===== src/logic/dspe_pkg.sv =====
// constants for the dual section power enable controller
// assumes a single 100 MHz core clock and host driven enable pins
package dspe_pkg;
    localparam int unsigned DSPE_CLK_MHZ = 100;
    localparam int unsigned DSPE_REF_KHZ = 40000;
    localparam int unsigned DSPE_SYNC_STAGES = 2;
    localparam logic dspe_pd_reset = 1'b1;
    localparam logic [3:0] dspe_rel_delay = 4'h2;

    typedef enum logic [1:0]
    {
        DSPE_OFF = 2'b00,
        DSPE_RAMP = 2'b01,
        DSPE_ON = 2'b11
    } dspe_state_t;
endpackage : dspe_pkg


===== src/logic/dspe_ctrl.sv =====
// top of the dual section power enable controller
// assumes host drives both request pins asynchronously; regulator ready comes from analog
// assumes one core clock; the crystal reference belongs to the analog side
`timescale 1ns/1ps
module dspe_ctrl
    import dspe_pkg::*;
(
    // clock and reset
    input wire logic clk,
    input wire logic arst_n,
    // host requests
    input wire logic wlan_power_request,
    input wire logic shortrange_radio_power_request,
    // analog regulator ready
    input wire logic reg_ready,
    // software pull-down control, sampled like a pin
    input wire logic pd_disable_req,
    // outputs
    output logic regulator_en,
    output logic wlan_rst_n,
    output logic sr_rst_n,
    output logic wlan_pd_en,
    output logic sr_pd_en,
    output logic io_oe_n
);
    // reset copy, released through two flops
    logic rst_meta_q;
    logic rst_q;
    logic wlan_s;
    logic sr_s;
    logic rdy_s;
    logic pdd_s;
    dspe_state_t state_q;
    dspe_state_t state_d;
    logic [3:0] cnt_q;
    logic [3:0] cnt_d;

    always_ff @(posedge clk or negedge arst_n)
    begin
        if (!arst_n)
        begin
            rst_meta_q <= 1'b0;
            rst_q <= 1'b0;
        end
        else
        begin
            rst_meta_q <= 1'b1;
            rst_q <= rst_meta_q;
        end
    end

    // levels only: a pulse shorter than one clock may never reach the sequencer
    // pins come from the host domain
    dspe_sync u_wlan (.clk(clk), .rst_n(rst_q), .d(wlan_power_request), .q(wlan_s));
    dspe_sync u_sr (.clk(clk), .rst_n(rst_q), .d(shortrange_radio_power_request), .q(sr_s));
    dspe_sync u_rdy (.clk(clk), .rst_n(rst_q), .d(reg_ready), .q(rdy_s));
    dspe_sync u_pdd (.clk(clk), .rst_n(rst_q), .d(pd_disable_req), .q(pdd_s));

    wire any_req = wlan_s | sr_s;
    // the release count only moves while ready is seen; a dip pauses it
    wire ready_done = (state_q == DSPE_RAMP) && rdy_s && (cnt_q == dspe_rel_delay);

    // shutdown always drops to off, so every power-up starts cold
    always_comb
    begin
        state_d = state_q;
        cnt_d = cnt_q;
        case (state_q)
            DSPE_OFF:
            begin
                cnt_d = 4'h0;
                if (any_req)
                    state_d = DSPE_RAMP;
            end
            DSPE_RAMP:
            begin
                if (!any_req)
                begin
                    state_d = DSPE_OFF;
                    cnt_d = 4'h0;
                end
                else if (ready_done)
                    state_d = DSPE_ON;
                else if (rdy_s && cnt_q != dspe_rel_delay)
                    cnt_d = cnt_q + 4'h1;
            end
            DSPE_ON:
            begin
                // dropping both requests ends the session at once
                if (!any_req)
                begin
                    state_d = DSPE_OFF;
                    cnt_d = 4'h0;
                end
            end
            default:
            begin
                state_d = DSPE_OFF;
                cnt_d = 4'h0;
            end
        endcase
    end

    // next values of the outputs; the flops below only copy them
    wire on_next = (state_d == DSPE_ON);
    // regulators follow the requests at once; the section resets and the pin enable wait for the ramp
    wire regulator_en_d = any_req;
    wire wlan_rst_n_d = on_next && wlan_s;
    wire sr_rst_n_d = on_next && sr_s;
    wire pd_en_d = ~pdd_s;
    // pins stay tristated through the ramp as well, trading a few cycles for no glitches
    wire io_oe_n_d = ~on_next;

    // sequencing state; a drop to off clears the count as well
    always_ff @(posedge clk or negedge rst_q)
    begin
        if (!rst_q)
        begin
            state_q <= DSPE_OFF;
            cnt_q <= 4'h0;
        end
        else
        begin
            state_q <= state_d;
            cnt_q <= cnt_d;
        end
    end

    // regulator enable goes up as soon as either request is seen
    always_ff @(posedge clk or negedge rst_q)
    begin
        if (!rst_q)
            regulator_en <= 1'b0;
        else
            regulator_en <= regulator_en_d;
    end

    // section resets only rise once the ramp has finished
    always_ff @(posedge clk or negedge rst_q)
    begin
        if (!rst_q)
        begin
            wlan_rst_n <= 1'b0;
            sr_rst_n <= 1'b0;
        end
        else
        begin
            wlan_rst_n <= wlan_rst_n_d;
            sr_rst_n <= sr_rst_n_d;
        end
    end

    // both pull-downs share one control and come up enabled after reset
    always_ff @(posedge clk or negedge rst_q)
    begin
        if (!rst_q)
        begin
            wlan_pd_en <= dspe_pd_reset;
            sr_pd_en <= dspe_pd_reset;
        end
        else
        begin
            wlan_pd_en <= pd_en_d;
            sr_pd_en <= pd_en_d;
        end
    end

    // outputs tristated while shut down
    always_ff @(posedge clk or negedge rst_q)
    begin
        if (!rst_q)
            io_oe_n <= 1'b1;
        else
            io_oe_n <= io_oe_n_d;
    end

    // requests and regulators
    a_reg_or: assert property (@(posedge clk) disable iff (!rst_q)
        regulator_en == $past(wlan_s | sr_s)) else $error("regulator enable not or");
    a_reg_off_both: assert property (@(posedge clk) disable iff (!rst_q)
        (!wlan_s && !sr_s) |=> !regulator_en) else $error("regulator on with no request");
    a_wlan_reg_on: assert property (@(posedge clk) disable iff (!rst_q)
        wlan_s |=> regulator_en) else $error("regulator off with wlan request");
    a_sr_reg_on: assert property (@(posedge clk) disable iff (!rst_q)
        sr_s |=> regulator_en) else $error("regulator off with short range request");

    // section resets
    a_wlan_reset_low: assert property (@(posedge clk) disable iff (!rst_q)
        !wlan_s |=> !wlan_rst_n) else $error("wlan left reset without request");
    a_sr_reset_low: assert property (@(posedge clk) disable iff (!rst_q)
        !sr_s |=> !sr_rst_n) else $error("short range left reset without request");
    a_wlan_release: assert property (@(posedge clk) disable iff (!rst_q)
        $rose(wlan_rst_n) |-> $past(rdy_s) && $past(wlan_s)) else $error("wlan release before ready");
    a_sr_release: assert property (@(posedge clk) disable iff (!rst_q)
        $rose(sr_rst_n) |-> $past(rdy_s) && $past(sr_s)) else $error("release before ready");
    a_ramp_held: assert property (@(posedge clk) disable iff (!rst_q)
        (state_q == DSPE_RAMP) |-> !wlan_rst_n && !sr_rst_n) else $error("section released during ramp");
    a_ramp_wait: assert property (@(posedge clk) disable iff (!rst_q)
        (state_q == DSPE_RAMP && !rdy_s) |=> state_q != DSPE_ON) else $error("ramp ended without ready");
    a_count_bound: assert property (@(posedge clk) disable iff (!rst_q)
        cnt_q <= dspe_rel_delay) else $error("release count overran");

    // shutdown, pins and pull-downs
    a_tristate_off: assert property (@(posedge clk) disable iff (!rst_q)
        !any_req |=> io_oe_n) else $error("outputs driven in shutdown");
    a_oe_ramp: assert property (@(posedge clk) disable iff (!rst_q)
        (state_q == DSPE_RAMP) |-> io_oe_n) else $error("outputs driven during ramp");
    a_oe_when_on: assert property (@(posedge clk) disable iff (!rst_q)
        (state_q == DSPE_ON) |-> !io_oe_n) else $error("outputs tristated while on");
    a_pd_follow: assert property (@(posedge clk) disable iff (!rst_q)
        pdd_s |=> !wlan_pd_en && !sr_pd_en) else $error("pull-down not disabled");
    a_pd_default: assert property (@(posedge clk) disable iff (!rst_q)
        !pdd_s |=> wlan_pd_en && sr_pd_en) else $error("pull-down not enabled");

    // every power-up starts from off with a clear count
    a_cold_start: assert property (@(posedge clk) disable iff (!rst_q)
        (state_q == DSPE_OFF) |-> cnt_q == 4'h0) else $error("state kept over shutdown");
    a_drop_to_off: assert property (@(posedge clk) disable iff (!rst_q)
        !any_req |=> state_q == DSPE_OFF) else $error("no return to off without requests");
    a_off_no_release: assert property (@(posedge clk) disable iff (!rst_q)
        (state_q == DSPE_OFF) |-> !wlan_rst_n && !sr_rst_n) else $error("section released while off");
endmodule : dspe_ctrl


===== src/logic/dspe_sync.sv =====
// two flop synchroniser for one level
// assumes clk is the core clock and the input is asynchronous
`timescale 1ns/1ps
module dspe_sync
(
    // clock and reset
    input wire logic clk,
    input wire logic rst_n,
    // level
    input wire logic d,
    output logic q
);
    logic meta_q;

    always_ff @(posedge clk or negedge rst_n)
    begin
        if (!rst_n)
        begin
            meta_q <= 1'b0;
            q <= 1'b0;
        end
        else
        begin
            meta_q <= d;
            q <= meta_q;
        end
    end
endmodule : dspe_sync


===== config.mk =====
export PLATFORM = sky130hd
export DESIGN_NAME = dspe_ctrl
export DESIGN_NICKNAME = d
export VERILOG_FILES = /design/src/logic/dspe_pkg.sv /design/src/logic/dspe_ctrl.sv /design/src/logic/dspe_sync.sv
export SDC_FILE = /design/constraint.sdc
export NUM_CORES = 1
export LEC_CHECK = 0
export ABC_AREA = 1
export BUFFER_PORTS_ARGS = -buffer_cell sky130_fd_sc_hd__buf_2
export CAP_MARGIN = 20
export CORE_MARGIN = 3
export CORE_UTILIZATION = 48
export CTS_BUF_LIST = sky130_fd_sc_hd__clkbuf_4 sky130_fd_sc_hd__clkbuf_8
export DETAILED_ROUTE_END_ITERATION = 10
export GPL_ROUTABILITY_DRIVEN = 1
export PLACE_DENSITY = 0.69
export SETUP_SLACK_MARGIN = 0.4
export SLEW_MARGIN = 0
export SYNTH_ARGS = -nofsm -noshare
export SYNTH_HDL_FRONTEND = slang
export SYNTH_SLANG_ARGS = --single-unit

===== constraint.sdc =====
create_clock -name clk -period 0.85 [get_ports clk]
set_clock_uncertainty 0.1 [all_clocks]
set_input_delay 0.0425 -clock clk [delete_from_list [all_inputs] [get_ports clk]]
set_output_delay 0.0425 -clock clk [all_outputs]
set_load 0.05 [all_outputs]

==> flow_summary.toml <==
[status]
run_status = "finished with violations"
violations = "hold timing, setup timing"

[floorplan]
die_y_um = 47.1
io_pins = 12
core-area_mm2 = 0.00154
start_util_pct = 52.7
die_width_um = 47.1
rows = 14
dieArea_mm2 = 0.00222

[pwr]
cellPowerDensity_mw_per_mm2 = 2000
vdd_drop_max_mv = 1.71
p_leak_uw = 0.000575

[clock_network]
cts_buffers = 3
clock_latency_ns = 0.30
cts_sinks = 21
tritoncts = "done"
htree_levels = 1
root_buffer = "clkbuf_4"
cts_hold_buf = 1
clk_path_buf_depth = 2
clk_pin_slew_ns = 0.11

[placement]
hpwl_um = 901
dp_slack_ns = -0.385
gp_congestion = 0.743
port_buffers = 11

[layout]
n_fill_cell = 101
multi_input_comb_area_um2 = 253
seqCellArea_um2 = 533
nets = 110
syn2layout_area_growth_pct = 42.1
num_antenna_cells = 0
fin_util_pct = 74.8
drive_above_1_share_pct = 55.4

[synth]
synthDistinctLibCells = 20
synth_area_um2 = 812
yosys_warnings = 0
synth-edff-count = 0
synth_area_leaders = "dfrtp_1 59%, dfstp_2 6.5%, nand2_1 5.5%"
synth_top_area_cell = "dfrtp_1"
async_flop_share_pct = 100
synthCells = 71
synth_common_cells = "19 x dfrtp_1, 12 x nand2_1, 9 x inv_1, 6 x nand3_1"
syn-num-nets = 79
synth.most_common_cell = "dfrtp_1"
ys_seq_area_share_pct = 65.0
ys_seq_elements = 21
avgSynthCellArea_um2 = 11.4
synth_ff_type = "dfrtp_1"
synth.top_cell.area_share_pct = 58.6

[routing]
dr.pass1.iters = 4
drc = 0
ant_nets = 0
drt-total-wl_um = 1260
viasPerCell = 4.69
wl_per_cell_um = 10.8
vias = 549
drt_iter0_drc = 10

[timing]
drv_slew = 0
finalHoldViolations = 6
fin_ws_ns = -0.399
finalSetupViolations = 15
period_share_pct = 147
fmax_ghz = 0.801
period_needed_ns = 1.25
whs_ns = -0.266
rsz0062_at_grt = "yes"

[setup_path]
crit_start = "cnt_q[0]"
critical_path.endpoint_type = "flip-flop"
worstPathRequired_ns = 0.95
slowest_delay_ns = 0.42
startpoint_type = "flip-flop"
critical_path_depth = 6
arrival_ns = 1.35
crit_family = "flip-flops"
reg2reg_setup_slack_ns = -0.40
path_cells = "inv_1, ha_2, nand3_4, buf_6, nand3_2, o21ai_1"
reg2reg_depth = 6
path_buf_inv = 2
crit_end = "cnt_q[0]"
r2r-end = "cnt_q[0]"
rr_startpoint = "cnt_q[0]"
slowest_stage = "dfrtp_1"
worst-path-max-fanout = 4
crit_type = "reg2reg"

[global_route]
grt_overflow_total = 0
grt_pass1_wl_um = 2120
grt_usage_pct = 13.8
antenna_found_initial = 0
grt_max_degree = 14
first_global_vias = 517

[job]
maxCapViolations = 0

[hold_path]
hold_class = "in2reg"
## worst min path at each step
stage	start	to	depth (start not counted)
floorplan	arst_n	rst_meta_q	0
detailed placement	arst_n	rst_meta_q	1
global route	pd_disable_req	u_pdd.meta_q	1
global placement	arst_n	rst_meta_q	1
CTS	shortrange_radio_power_request	u_sr.meta_q	1
finish	shortrange_radio_power_request	u_sr.meta_q	1
## per-stage QoR
stage	area [µm²]	total power (µW)	std cells	setup TNS [ns]	hold slack [ns]
after floorplan	832	1530	71	-2.44	-0.353
after global placement	945	1660	104	-2.64	-0.273
after detailed placement	945	1670	104	-3.02	-0.272
after CTS	1080	2220	111	-4.49	-0.275
after global routing	1150	2450	117	-5.58	-0.295
final	1150	2310	117	-4.66	-0.266
## sequential cells by signal, indices dropped and copies added (netlist names)
register / count
cnt_q: 4
io_oe_n: 1
regulator_en: 1
rst_meta_q: 1
rst_q: 1
sr_pd_en: 1
sr_rst_n: 1
state_q: 2
u_pdd.meta_q: 1
u_pdd.q: 1
u_rdy.meta_q: 1
u_rdy.q: 1
u_sr.meta_q: 1
u_sr.q: 1
u_wlan.meta_q: 1
u_wlan.q: 1
wlan_rst_n: 1
## cells in the final DEF (no fill, tap or decap), drive strengths merged
cell         synthesis  final
dlygate4sd3          0      1
nor2                 7      7
nand4                2      2
o21ai                2      2
inv                 12     12
dfrtp               19     19
dfstp                2      2
nand2               14     14
ha                   2      2
buf                  1     26
clkbuf               0      3
nand3                8      8
a21oi                1      1
clkinvlp             0      1
conb                 1      1
## worst register-to-register path, delay by kind of cell (launching register included)
family	cells	cell delay [ns]
DFF	1	0.42
buffers and inverters	2	0.21
adders and majority gates	1	0.20
and+or+nand+nor	2	0.16
AOI/OAI and AO/OA	1	0.06
## cells by family after synthesis
| group | count (synthesis) | synth area share [%] |
|---|---|---|
| AO/OA/AOI/OAI | 3 | 1.85 |
| adder cells (fa/ha/maj) | 2 | 3.08 |
| buffers and inverters | 13 | 6.47 |
| flip-flops | 21 | 65.0 |
| other | 1 | 0.462 |
| AND/OR/NAND/NOR | 31 | 23.1 |
## routing by layer
layer | track usage (%) | vias up | wire length (µm)
met4 | 4.97 | 0 | 19
met3 | 5.75 | 5 | 69
met1 | 15.7 | 256 | 547
met5 | 0 | - | 0
li1 | - | 276 | -
met2 | 23.0 | 12 | 625
## power breakdown
part	internal (µW)	switching, µW	leakage (µW)
Sequential	1100	73.9	0.000249
Clock	179	298	0.0000139
Combinational	317	340	0.000312
## layout make-up
class | count | share of cell area, %
Sequential cell | 21 | 46.2
Timing Repair Buffer | 27 | 23.6
Multi-Input combinational cell | 37 | 21.9
Inverter | 12 | 3.90
Clock buffer | 3 | 1.95
Tap cell | 16 | 1.74
Clock inverter | 1 | 0.651
## what timing repair did
item | CTS | global route
buffers inserted | 1 | 6
gates resized for setup | 19 | 12
endpoints found under the hold margin | 6 | 6
endpoints found under the setup margin | 35 | 41
gates cloned | 1 | 0
pin swaps | 4 | 4
No activity file was read; power rests on OpenSTA's default activity.
